$ cat src/rtl/mipsm_map.vh
// Register offsets, fields, state codes and timing for the module state machine
`ifndef MIPSM_MAP_VH
`define MIPSM_MAP_VH

// Register offsets
`define MIPSM_ADDR_W          4
`define MIPSM_REG_CTRL        4'h0
`define MIPSM_REG_PWRUP       4'h1
`define MIPSM_REG_STATE       4'h2
`define MIPSM_REG_FLAGS       4'h3
`define MIPSM_REG_LANE_STATE  4'h4

// Control register fields
`define MIPSM_CTRL_FORCE_LP   0
`define MIPSM_CTRL_SW_RESET   1

// Flag register fields
`define MIPSM_FLAG_STATE_CHG  0

// Module state codes (one-hot)
`define MIPSM_ST_W            7
`define MIPSM_ST_RESET        7'h01
`define MIPSM_ST_MGMT_INIT    7'h02
`define MIPSM_ST_LOW_PWR      7'h04
`define MIPSM_ST_PWR_UP       7'h08
`define MIPSM_ST_READY        7'h10
`define MIPSM_ST_PWR_DN       7'h20
`define MIPSM_ST_FAULT        7'h40

// Lane group state codes (two bits each)
`define MIPSM_LG_INACTIVE     2'h0
`define MIPSM_LG_INIT         2'h1
`define MIPSM_LG_ACTIVE       2'h2
`define MIPSM_LG_DEINIT       2'h3

// Timing
`define MIPSM_CLK_NS          50
`define MIPSM_INIT_WORK_CYC   8
`define MIPSM_SW_RST_CYC      4

`endif

$ cat src/rtl/mipsm_top.v
// Module-wide init and power state machine with register port
//
// The register addresses and the strobed register port are this design's own decisions.
`timescale 1ns/1ns
`include "mipsm_map.vh"
module mipsm_top #(
  parameter NUM_LG       = 8,
  parameter HW_INIT_SUPP = 1,
  parameter RST_MIN_NS   = 10000,
  parameter INIT_MAX_CYC = 40000,
  parameter LG_INIT_CYC  = 16,
  parameter [7:0] HW_PWRUP_DEFAULT = 8'hFF
) (
  // Clock, reset, enable
  input  wire                    clk_i,
  input  wire                    nrst_i,
  input  wire                    ce_i,
  // Module pins
  input  wire                    reset_pin_n_i,
  input  wire                    low_power_request_pin_i,
  input  wire                    init_mode_hw_i,
  input  wire                    power_good_i,
  input  wire                    fault_i,
  // Register port
  input  wire [`MIPSM_ADDR_W-1:0] addr_i,
  input  wire [7:0]              wdata_i,
  input  wire                    wr_i,
  input  wire                    rd_i,
  output wire [7:0]              rdata_o,
  // Status
  output wire [`MIPSM_ST_W-1:0]  module_state_o,
  output wire                    high_power_o,
  output wire                    electronics_rst_o,
  output wire                    mgmt_ready_o,
  output wire                    init_timeout_o,
  output wire                    state_changed_o,
  output wire [2*NUM_LG-1:0]     lane_state_o
);
  ////////////////////////////////////////////////////////////////////////
  localparam RST_MIN_CYC = (RST_MIN_NS + `MIPSM_CLK_NS - 1) / `MIPSM_CLK_NS;
  // Reload kept apart so it is cut to the counter width on purpose
  localparam SWR_CYC     = `MIPSM_SW_RST_CYC;
  localparam ST_RESET     = `MIPSM_ST_RESET;
  localparam ST_MGMT_INIT = `MIPSM_ST_MGMT_INIT;
  localparam ST_LOW_PWR   = `MIPSM_ST_LOW_PWR;
  localparam ST_PWR_UP    = `MIPSM_ST_PWR_UP;
  localparam ST_READY     = `MIPSM_ST_READY;
  localparam ST_PWR_DN    = `MIPSM_ST_PWR_DN;
  localparam ST_FAULT     = `MIPSM_ST_FAULT;

  function all_state;
    input [2*NUM_LG-1:0] v;
    input [1:0]          code;
    input [NUM_LG-1:0]   sel;
    integer k;
    begin
      all_state = 1'b1;
      for (k = 0; k < NUM_LG; k = k + 1) begin
        if (sel[k] && (v[2*k +: 2] != code)) begin
          all_state = 1'b0;
        end
      end
    end
  endfunction

  // Lane bits widened to the byte read port; upper bits read as zero
  function [7:0] pad_byte;
    input [NUM_LG-1:0] v;
    integer k;
    begin
      pad_byte = 8'h00;
      for (k = 0; (k < NUM_LG) && (k < 8); k = k + 1) begin
        pad_byte[k] = v[k];
      end
    end
  endfunction

  ////////////////////////////////////////////////////////////////////////
  wire rst_pin_n_s;
  wire lp_pin_s;
  wire init_mode_s;
  wire pgood_s;
  wire fault_s;

  mipsm_sync3 #(.RESET_VAL(1'b1)) u_sync_rst (
    .clk_i(clk_i), .nrst_i(nrst_i), .ce_i(ce_i),
    .async_i(~reset_pin_n_i), .sync_o(rst_pin_n_s)
  );
  mipsm_sync3 #(.RESET_VAL(1'b0)) u_sync_lp (
    .clk_i(clk_i), .nrst_i(nrst_i), .ce_i(ce_i),
    .async_i(low_power_request_pin_i), .sync_o(lp_pin_s)
  );
  mipsm_sync3 #(.RESET_VAL(1'b0)) u_sync_im (
    .clk_i(clk_i), .nrst_i(nrst_i), .ce_i(ce_i),
    .async_i(init_mode_hw_i), .sync_o(init_mode_s)
  );
  mipsm_sync3 #(.RESET_VAL(1'b0)) u_sync_pg (
    .clk_i(clk_i), .nrst_i(nrst_i), .ce_i(ce_i),
    .async_i(power_good_i), .sync_o(pgood_s)
  );
  mipsm_sync3 #(.RESET_VAL(1'b0)) u_sync_flt (
    .clk_i(clk_i), .nrst_i(nrst_i), .ce_i(ce_i),
    .async_i(fault_i), .sync_o(fault_s)
  );

  ////////////////////////////////////////////////////////////////////////
  reg [`MIPSM_ST_W-1:0] st_q;
  reg [`MIPSM_ST_W-1:0] st_d;
  reg [15:0]            rst_cnt_q;
  reg                   hw_rst_q;
  reg [3:0]             swr_cnt_q;
  reg [31:0]            init_cnt_q;
  reg                   hw_mode_q;
  reg                   force_lp_q;
  reg [NUM_LG-1:0]      pwrup_q;
  reg                   chg_flag_q;
  reg                   timeout_q;
  reg [7:0]             rdata_q;
  wire [2*NUM_LG-1:0]   lane_st;

  wire lp_req   = force_lp_q | lp_pin_s;
  wire in_reset = (st_q == ST_RESET);
  wire in_init  = (st_q == ST_MGMT_INIT);
  wire init_done = in_init &&
                   ((init_cnt_q >= `MIPSM_INIT_WORK_CYC) || (init_cnt_q >= INIT_MAX_CYC - 1));
  wire lanes_all_off = all_state(lane_st, `MIPSM_LG_INACTIVE, {NUM_LG{1'b1}});
  wire lanes_req_on  = all_state(lane_st, `MIPSM_LG_ACTIVE, pwrup_q);
  wire swr_pulse = wr_i && (addr_i == `MIPSM_REG_CTRL) && wdata_i[`MIPSM_CTRL_SW_RESET] &&
                   !in_reset && !in_init;

  // Pin reset qualified by minimum pulse length
  always @(posedge clk_i or negedge nrst_i) begin
    if (!nrst_i) begin
      rst_cnt_q <= 16'h0000;
      hw_rst_q  <= 1'b1;
    end else if (ce_i) begin
      if (rst_pin_n_s) begin
        rst_cnt_q <= 16'h0000;
        hw_rst_q  <= 1'b0;
      end else if (rst_cnt_q >= RST_MIN_CYC[15:0] - 16'h0001) begin
        hw_rst_q <= 1'b1;
      end else begin
        rst_cnt_q <= rst_cnt_q + 16'h0001;
      end
    end
  end

  ////////////////////////////////////////////////////////////////////////
  always @* begin
    st_d = st_q;
    case (st_q)
      ST_RESET: begin
        if (!hw_rst_q && rst_pin_n_s && pgood_s && (swr_cnt_q == 4'h0)) begin
          st_d = ST_MGMT_INIT;
        end
      end
      ST_MGMT_INIT: begin
        if (fault_s) begin
          st_d = ST_FAULT;
        end else if (init_done) begin
          st_d = hw_mode_q ? ST_PWR_UP : ST_LOW_PWR;
        end
      end
      ST_LOW_PWR: begin
        if (fault_s) begin
          st_d = ST_FAULT;
        end else if (!lp_req && (|pwrup_q)) begin
          st_d = ST_PWR_UP;
        end
      end
      ST_PWR_UP: begin
        if (fault_s) begin
          st_d = ST_FAULT;
        end else if (lp_req) begin
          st_d = ST_PWR_DN;
        end else if (lanes_req_on) begin
          st_d = ST_READY;
        end
      end
      ST_READY: begin
        if (fault_s) begin
          st_d = ST_FAULT;
        end else if (lp_req) begin
          st_d = ST_PWR_DN;
        end
      end
      ST_PWR_DN: begin
        if (fault_s) begin
          st_d = ST_FAULT;
        end else if (lanes_all_off) begin
          st_d = ST_LOW_PWR;
        end
      end
      ST_FAULT: begin
        st_d = ST_FAULT;
      end
      default: begin
        st_d = ST_RESET;
      end
    endcase
    if (hw_rst_q || swr_pulse) begin
      st_d = ST_RESET;
    end
  end

  ////////////////////////////////////////////////////////////////////////
  always @(posedge clk_i or negedge nrst_i) begin
    if (!nrst_i) begin
      st_q       <= ST_RESET;
      swr_cnt_q  <= 4'h0;
      init_cnt_q <= 32'h00000000;
      hw_mode_q  <= 1'b0;
      force_lp_q <= 1'b0;
      pwrup_q    <= {NUM_LG{1'b0}};
      chg_flag_q <= 1'b0;
      timeout_q  <= 1'b0;
      rdata_q    <= 8'h00;
    end else if (ce_i) begin
      st_q    <= st_d;
      rdata_q <= 8'h00;
      // Software reset stays transient
      if (swr_pulse) begin
        swr_cnt_q <= SWR_CYC[3:0];
      end else if (swr_cnt_q != 4'h0) begin
        swr_cnt_q <= swr_cnt_q - 4'h1;
      end
      if (in_init) begin
        init_cnt_q <= init_cnt_q + 32'h00000001;
        if (init_cnt_q >= INIT_MAX_CYC - 1) begin
          timeout_q <= 1'b1;
        end
        // Init mode only looked at here; held until next reset
        if (HW_INIT_SUPP != 0) begin
          hw_mode_q <= init_mode_s && !lp_req;
        end else begin
          hw_mode_q <= 1'b0;
        end
        // Register defaults loaded during init
        force_lp_q <= 1'b0;
        pwrup_q    <= (HW_INIT_SUPP != 0 && init_mode_s && !lp_req) ?
                      HW_PWRUP_DEFAULT[NUM_LG-1:0] : {NUM_LG{1'b0}};
        chg_flag_q <= 1'b0;
      end else begin
        init_cnt_q <= 32'h00000000;
      end
      if (in_reset) begin
        timeout_q  <= 1'b0;
        chg_flag_q <= 1'b0;
      end
      // Register writes refused while in reset or init
      if (wr_i && !in_reset && !in_init) begin
        if (addr_i == `MIPSM_REG_CTRL) begin
          force_lp_q <= wdata_i[`MIPSM_CTRL_FORCE_LP];
        end
        if (addr_i == `MIPSM_REG_PWRUP) begin
          pwrup_q <= wdata_i[NUM_LG-1:0];
        end
      end
      // Read to clear; a new event on the same cycle wins
      if (rd_i && !in_reset && !in_init && addr_i == `MIPSM_REG_FLAGS) begin
        chg_flag_q <= 1'b0;
      end
      if ((st_q != st_d) && !hw_rst_q && !swr_pulse &&
          (st_d == ST_FAULT ||
           (st_q == ST_MGMT_INIT && st_d == ST_LOW_PWR) ||
           (st_q == ST_PWR_UP && st_d == ST_READY) ||
           (st_q == ST_PWR_DN && st_d == ST_LOW_PWR))) begin
        chg_flag_q <= 1'b1;
      end
      if (rd_i && !in_reset && !in_init) begin
        case (addr_i)
          `MIPSM_REG_CTRL:       rdata_q <= {7'h00, force_lp_q};
          `MIPSM_REG_PWRUP:      rdata_q <= pad_byte(pwrup_q);
          `MIPSM_REG_STATE:      rdata_q <= {1'b0, st_q};
          `MIPSM_REG_FLAGS:      rdata_q <= {7'h00, chg_flag_q};
          `MIPSM_REG_LANE_STATE: rdata_q <= {6'h00, lane_st[1:0]};
          default:               rdata_q <= 8'h00;
        endcase
      end
    end
  end

  ////////////////////////////////////////////////////////////////////////
  genvar g;
  generate
    for (g = 0; g < NUM_LG; g = g + 1) begin : g_lane
      mipsm_lane_fsm #(.INIT_CYC(LG_INIT_CYC)) u_lane (
        .clk_i            (clk_i),
        .nrst_i           (nrst_i),
        .ce_i             (ce_i),
        .force_inactive_i (in_reset || in_init || st_q == ST_FAULT),
        .force_deinit_i   (st_q == ST_PWR_DN),
        .allow_up_i       (st_q == ST_PWR_UP || st_q == ST_READY),
        .power_req_i      (pwrup_q[g]),
        .state_o          (lane_st[2*g +: 2])
      );
    end
  endgenerate

  // High power only in powering up, ready and powering down
  assign high_power_o      = (st_q == ST_PWR_UP) || (st_q == ST_READY) || (st_q == ST_PWR_DN);
  assign electronics_rst_o = in_reset;
  assign mgmt_ready_o      = !in_reset && !in_init;
  assign init_timeout_o    = timeout_q;
  assign state_changed_o   = chg_flag_q;
  assign module_state_o    = st_q;
  assign lane_state_o      = lane_st;
  assign rdata_o           = rdata_q;
endmodule // mipsm_top

$ cat src/rtl/mipsm_sync3.v
// Three-stage input synchroniser with agreement filter
`timescale 1ns/1ns
module mipsm_sync3 #(
  parameter RESET_VAL = 1'b0
) (
  // Clock and reset
  input  wire clk_i,
  input  wire nrst_i,
  input  wire ce_i,
  // Data
  input  wire async_i,
  output wire sync_o
);
  reg s1_q;
  reg s2_q;
  reg s3_q;
  reg out_q;

  always @(posedge clk_i or negedge nrst_i) begin
    if (!nrst_i) begin
      s1_q  <= 1'b0;
      s2_q  <= 1'b0;
      s3_q  <= 1'b0;
      out_q <= 1'b0;
    end else if (ce_i) begin
      s1_q <= async_i;
      s2_q <= s1_q;
      s3_q <= s2_q;
      // Change counts only when the last two stages agree
      if (s2_q == s3_q) begin
        out_q <= s3_q;
      end
    end
  end

  // Reset level applied by inverting polarity around zero constants
  assign sync_o = out_q ^ RESET_VAL;
endmodule // mipsm_sync3

$ cat src/rtl/mipsm_lane_fsm.v
// Per lane group state tracker driven by the module state machine
`timescale 1ns/1ns
`include "mipsm_map.vh"
module mipsm_lane_fsm #(
  parameter INIT_CYC = 16
) (
  // Clock and reset
  input  wire       clk_i,
  input  wire       nrst_i,
  input  wire       ce_i,
  // Control from module state machine
  input  wire       force_inactive_i,
  input  wire       force_deinit_i,
  input  wire       allow_up_i,
  input  wire       power_req_i,
  // Status
  output wire [1:0] state_o
);
  reg [1:0]  st_q;
  reg [15:0] cnt_q;

  always @(posedge clk_i or negedge nrst_i) begin
    if (!nrst_i) begin
      st_q  <= `MIPSM_LG_INACTIVE;
      cnt_q <= 16'h0000;
    end else if (ce_i) begin
      if (force_inactive_i) begin
        st_q  <= `MIPSM_LG_INACTIVE;
        cnt_q <= 16'h0000;
      end else if (force_deinit_i) begin
        if (st_q != `MIPSM_LG_INACTIVE) begin
          st_q <= `MIPSM_LG_DEINIT;
        end
        if (st_q == `MIPSM_LG_DEINIT) begin
          st_q <= `MIPSM_LG_INACTIVE;
        end
      end else begin
        case (st_q)
          `MIPSM_LG_INACTIVE: begin
            if (allow_up_i && power_req_i) begin
              st_q  <= `MIPSM_LG_INIT;
              cnt_q <= 16'h0000;
            end
          end
          `MIPSM_LG_INIT: begin
            if (!power_req_i) begin
              st_q <= `MIPSM_LG_DEINIT;
            end else if (cnt_q == INIT_CYC[15:0] - 16'h0001) begin
              st_q <= `MIPSM_LG_ACTIVE;
            end else begin
              cnt_q <= cnt_q + 16'h0001;
            end
          end
          `MIPSM_LG_ACTIVE: begin
            if (!power_req_i) begin
              st_q <= `MIPSM_LG_DEINIT;
            end
          end
          default: begin
            st_q <= `MIPSM_LG_INACTIVE;
          end
        endcase
      end
    end
  end

  assign state_o = st_q;
endmodule // mipsm_lane_fsm

$ cat config.mk
export PLATFORM = sky130hd
export DESIGN_NAME = mipsm_top
export DESIGN_NICKNAME = d
export VERILOG_FILES = /design/src/rtl/mipsm_top.v /design/src/rtl/mipsm_sync3.v /design/src/rtl/mipsm_lane_fsm.v
export VERILOG_INCLUDE_DIRS = /design/src /design/src/rtl
export SDC_FILE = /design/constraint.sdc
export NUM_CORES = 1
export LEC_CHECK = 0
export BUFFER_PORTS_ARGS = -buffer_cell sky130_fd_sc_hd__buf_2
export CORE_MARGIN = 2
export CORE_UTILIZATION = 35
export CTS_BUF_LIST = sky130_fd_sc_hd__clkbuf_4 sky130_fd_sc_hd__clkbuf_8
export DETAILED_ROUTE_END_ITERATION = 12
export PLACE_DENSITY = 0.59
export SYNTH_ARGS = -nofsm -noshare
export SYNTH_HDL_FRONTEND = slang
export SYNTH_SLANG_ARGS = --single-unit
$ cat constraint.sdc
create_clock -name clk_i -period 3.1 [get_ports clk_i]
set_input_delay 0.31 -clock clk_i [delete_from_list [all_inputs] [get_ports clk_i]]
set_output_delay 0.31 -clock clk_i [all_outputs]
set_load 0.05 [all_outputs]
==> impl_metrics.toml <==
[power]
power_mw = 11.4
cellPowerDensity_mw_per_mm2 = 698
vdd_drop_max_uv = 441
p_leak_nw = 7.16

[timing]
rsz0062_at_grt = "true"
setup_viol = 0
setup_ws_ns = 0.123
slew_viol_final = 0
period_minus_slack_ns = 2.98
fin_hold_ws_ns = 0.0579
timing.fmax_mhz = 336
hold_viol_final = 0
finClkSkew_ns = 0.0476
finalCritPeriodShare_pct = 96.0
relSlewSlack_pct = 31.7
worstMarginPinSlew_ns = 1.02

[global_route]
grt_busiest_layer = "met2"
antenna_found_initial = 0
grt.total_usage_pct = 18.4
grt_pass1_wl_um = 62500
use_met1_pct = 25.1
use_met2_pct = 29.0
grt_pass1_vias = 12034
grt_max_degree = 93
grt-ovfl-total = 0
met3_usage_pct = 4.36

[synthesis]
syn-cell-area_sq_mm = 0.0141
ys_async_sr_fraction_pct = 100
syn_nets = 1657
seq_area_frac_synth_pct = 43.4
synth_fa_ha_area_share_pct = 3.91
synth_edf_count = 0
synth_compound_area_share_pct = 19.8
synth.area.top_cells = "dfrtp_1 43%, o21ai_0 6.5%, nor2_1 4.3%"
syn_inst = 1591
yosys_warnings = 0
syn_area_per_cell_sq_um = 8.85
yosysUniqueCellTypes = 86
synthDominantCellAreaShare_pct = 43.0
synth-seq-cells = 244
synth_top_family_by_area = "simple AND/OR/NAND/NOR gates"
synth_area_leader_cell = "dfrtp_1"
synth.area.mux_share_pct = 1.80
synth-main-ff-cell = "dfrtp_1"
synth-simple-area-share_pct = 23.4
synth-xor-area-share_pct = 3.73

[clock_tree]
cts_root_buffer = "clkbuf_8"
cts_tree = "built"
clkSinkCount = 244
clk_pin_slew_worst_paths_ns = 0.06
numCtsBuffers = 46
clk_latency_ns = 0.65
clk_path_buf_depth = 3
cts_htree_levels = 2

[detailed_routing]
wirelength_um = 37600
drt_iter0_drc = 985
vias = 12410
first_pass_iters = 6
ant_nets = 0
avgViaCountPerCell = 5.49
drc = 0
wl_per_cell_um = 16.6

[hold_path]
holdCritPathClass = "in2reg"
hp-start = "addr_i[3]"
min_path_cells = 3
min_to = "rdata_o[1]"

[critical_path]
crit_required_ns = 3.64
regToRegSetupSlack_ns = 0.12
crit_fanout = 15
setup.worst_path.class = "reg2reg"
endpoint_kind = "flip-flop"
rr_endpoint = "g_lane[0].u_lane.cnt_q[5]"
cp-start-kind = "flip-flop"
crit_arrival_ns = 3.52
worstRegToRegCells = 6
r2r-start = "module_state_o[5]"

[placement]
place_congestion = 0.873
portBuffers = 57
hpwl_um = 26200
placed_cell_area_sq_mm = 0.0152
place_ws_ns = 0.176

[die]
boundaryPins = 58
rows = 73
start_util_pct = 35.4
fp.dieW_um = 205
fp.coreArea_sq_mm = 0.0397
die_area_sq_mm = 0.0418
fp.dieH_um = 205

[layout]
antenna_cells = 0
fin_util_pct = 41.2
final_common_cell = "dfrtp_1"
layout_common_cells = "239 x dfrtp_1, 184 x o21ai_0, 161 x nor2_1, 153 x nand2_1, 75 x nand3_1"
final_area_sq_mm = 0.0164
drive_gt1_share_pct = 13.8
syn_to_final_growth_pct = 16.4
layout.nets = 1765

[run_status]
status = "finished clean"

[flow_run]
maxCapViolCount = 0
## synthesized netlist by cell type (11+ instances only)
cell type  count
inv_1         64
buf_2         11
a211oi_1      14
dfrtp_1      242
mux2i_1       13
nor2b_1       15
nor4_1        44
and3_1        46
nand4_1       34
mux2_2        11
nor3_1        29
xor2_1        29
or3_1         17
o21ai_0      184
nand2_1      153
ha_1          44
o2bb2ai_1     11
nand2b_1      28
a21oi_1       70
nand3_1       75
xnor2_1       31
clkbuf_1      43
a31oi_1       22
o41ai_1       15
nor2_1       161
o31ai_1       37
## power breakdown
part / internal (mW) / switching [mW] / total, mW / leakage [nW]
sequential: 3.48 / 0.413 / 3.89 / 3.32
combinational: 1.36 / 2.63 / 3.99 / 3.27
clock: 2.07 / 1.48 / 3.55 / 0.561
## per-stage QoR
step	std cells	TNS, ns
6_report	2261	0
5_1_grt	2261	-0.121
4_1_cts	2261	0
3_5_place_dp	2162	0
3_3_place_gp	2162	0
2_1_floorplan	1591	0
## how the worst max path moves through the flow
stage / startpoint / end / slack (ns) / depth (start not counted)
floorplan: module_state_o[4] / g_lane[5].u_lane.cnt_q[10] / 0.004 / 10
global placement: module_state_o[5] / g_lane[0].u_lane.cnt_q[5] / 0.21 / 6
detailed placement: module_state_o[5] / g_lane[0].u_lane.cnt_q[5] / 0.18 / 6
CTS: module_state_o[5] / high_power_o / 0.11 / 4
global route: module_state_o[5] / g_lane[2].u_lane.cnt_q[7] / -0.05 / 6
finish: module_state_o[5] / g_lane[0].u_lane.cnt_q[5] / 0.12 / 6
## area by class of cell
type	count	area, sq um
clock buffer	74	918
sequential	244	6110
clock inverter	11	131
fill	3934	23400
multi-input combinational	1217	7430
timing repair buffer	126	886
tap	525	657
inverter	64	240
## what timing repair did
item,in CTS,in global routing
setup endpoints to repair,0,10
hold buffers,14,0
buffers inserted,0,0
hold endpoints to repair,102,0
gates resized for setup,0,2
## kinds of logic (layout without fill, tap and decap cells)
kind of cell | count (synthesis) | count (layout)
flip-flops | 244 | 244
AND/OR/NAND/NOR | 651 | 651
multiplexers | 24 | 24
AO/OA/AOI/OAI | 438 | 438
buffers and inverters | 130 | 275
adder cells (fa/ha/maj) | 44 | 44
XOR/XNOR | 60 | 60
## critical path: stages (launching register included)
cell and delay (ns):
dfrtp_2 0.40, or4_4 0.54, or3_1 0.58, a21oi_2 0.21
a31oi_1 0.12, or3_1 0.61, o41ai_1 0.40
## routing by layer
metal,wire length (um),vias up
met1,17700,6025
met3,2180,55
met2,17100,290
met4,630,0
met5,0,-
li1,-,6040
## flip-flops by register name (all words and copies together) (netlist names), 4 cells and up
| name | count |
|---|---|
| g_lane.u_lane.cnt_q | 128 |
| g_lane.u_lane.state_o | 16 |
| init_cnt_q | 32 |
| module_state_o | 7 |
| pwrup_q | 8 |
| rdata_o | 8 |
| rst_cnt_q | 16 |
| swr_cnt_q | 4 |
Note: power is estimated with default switching activity, not from simulation.
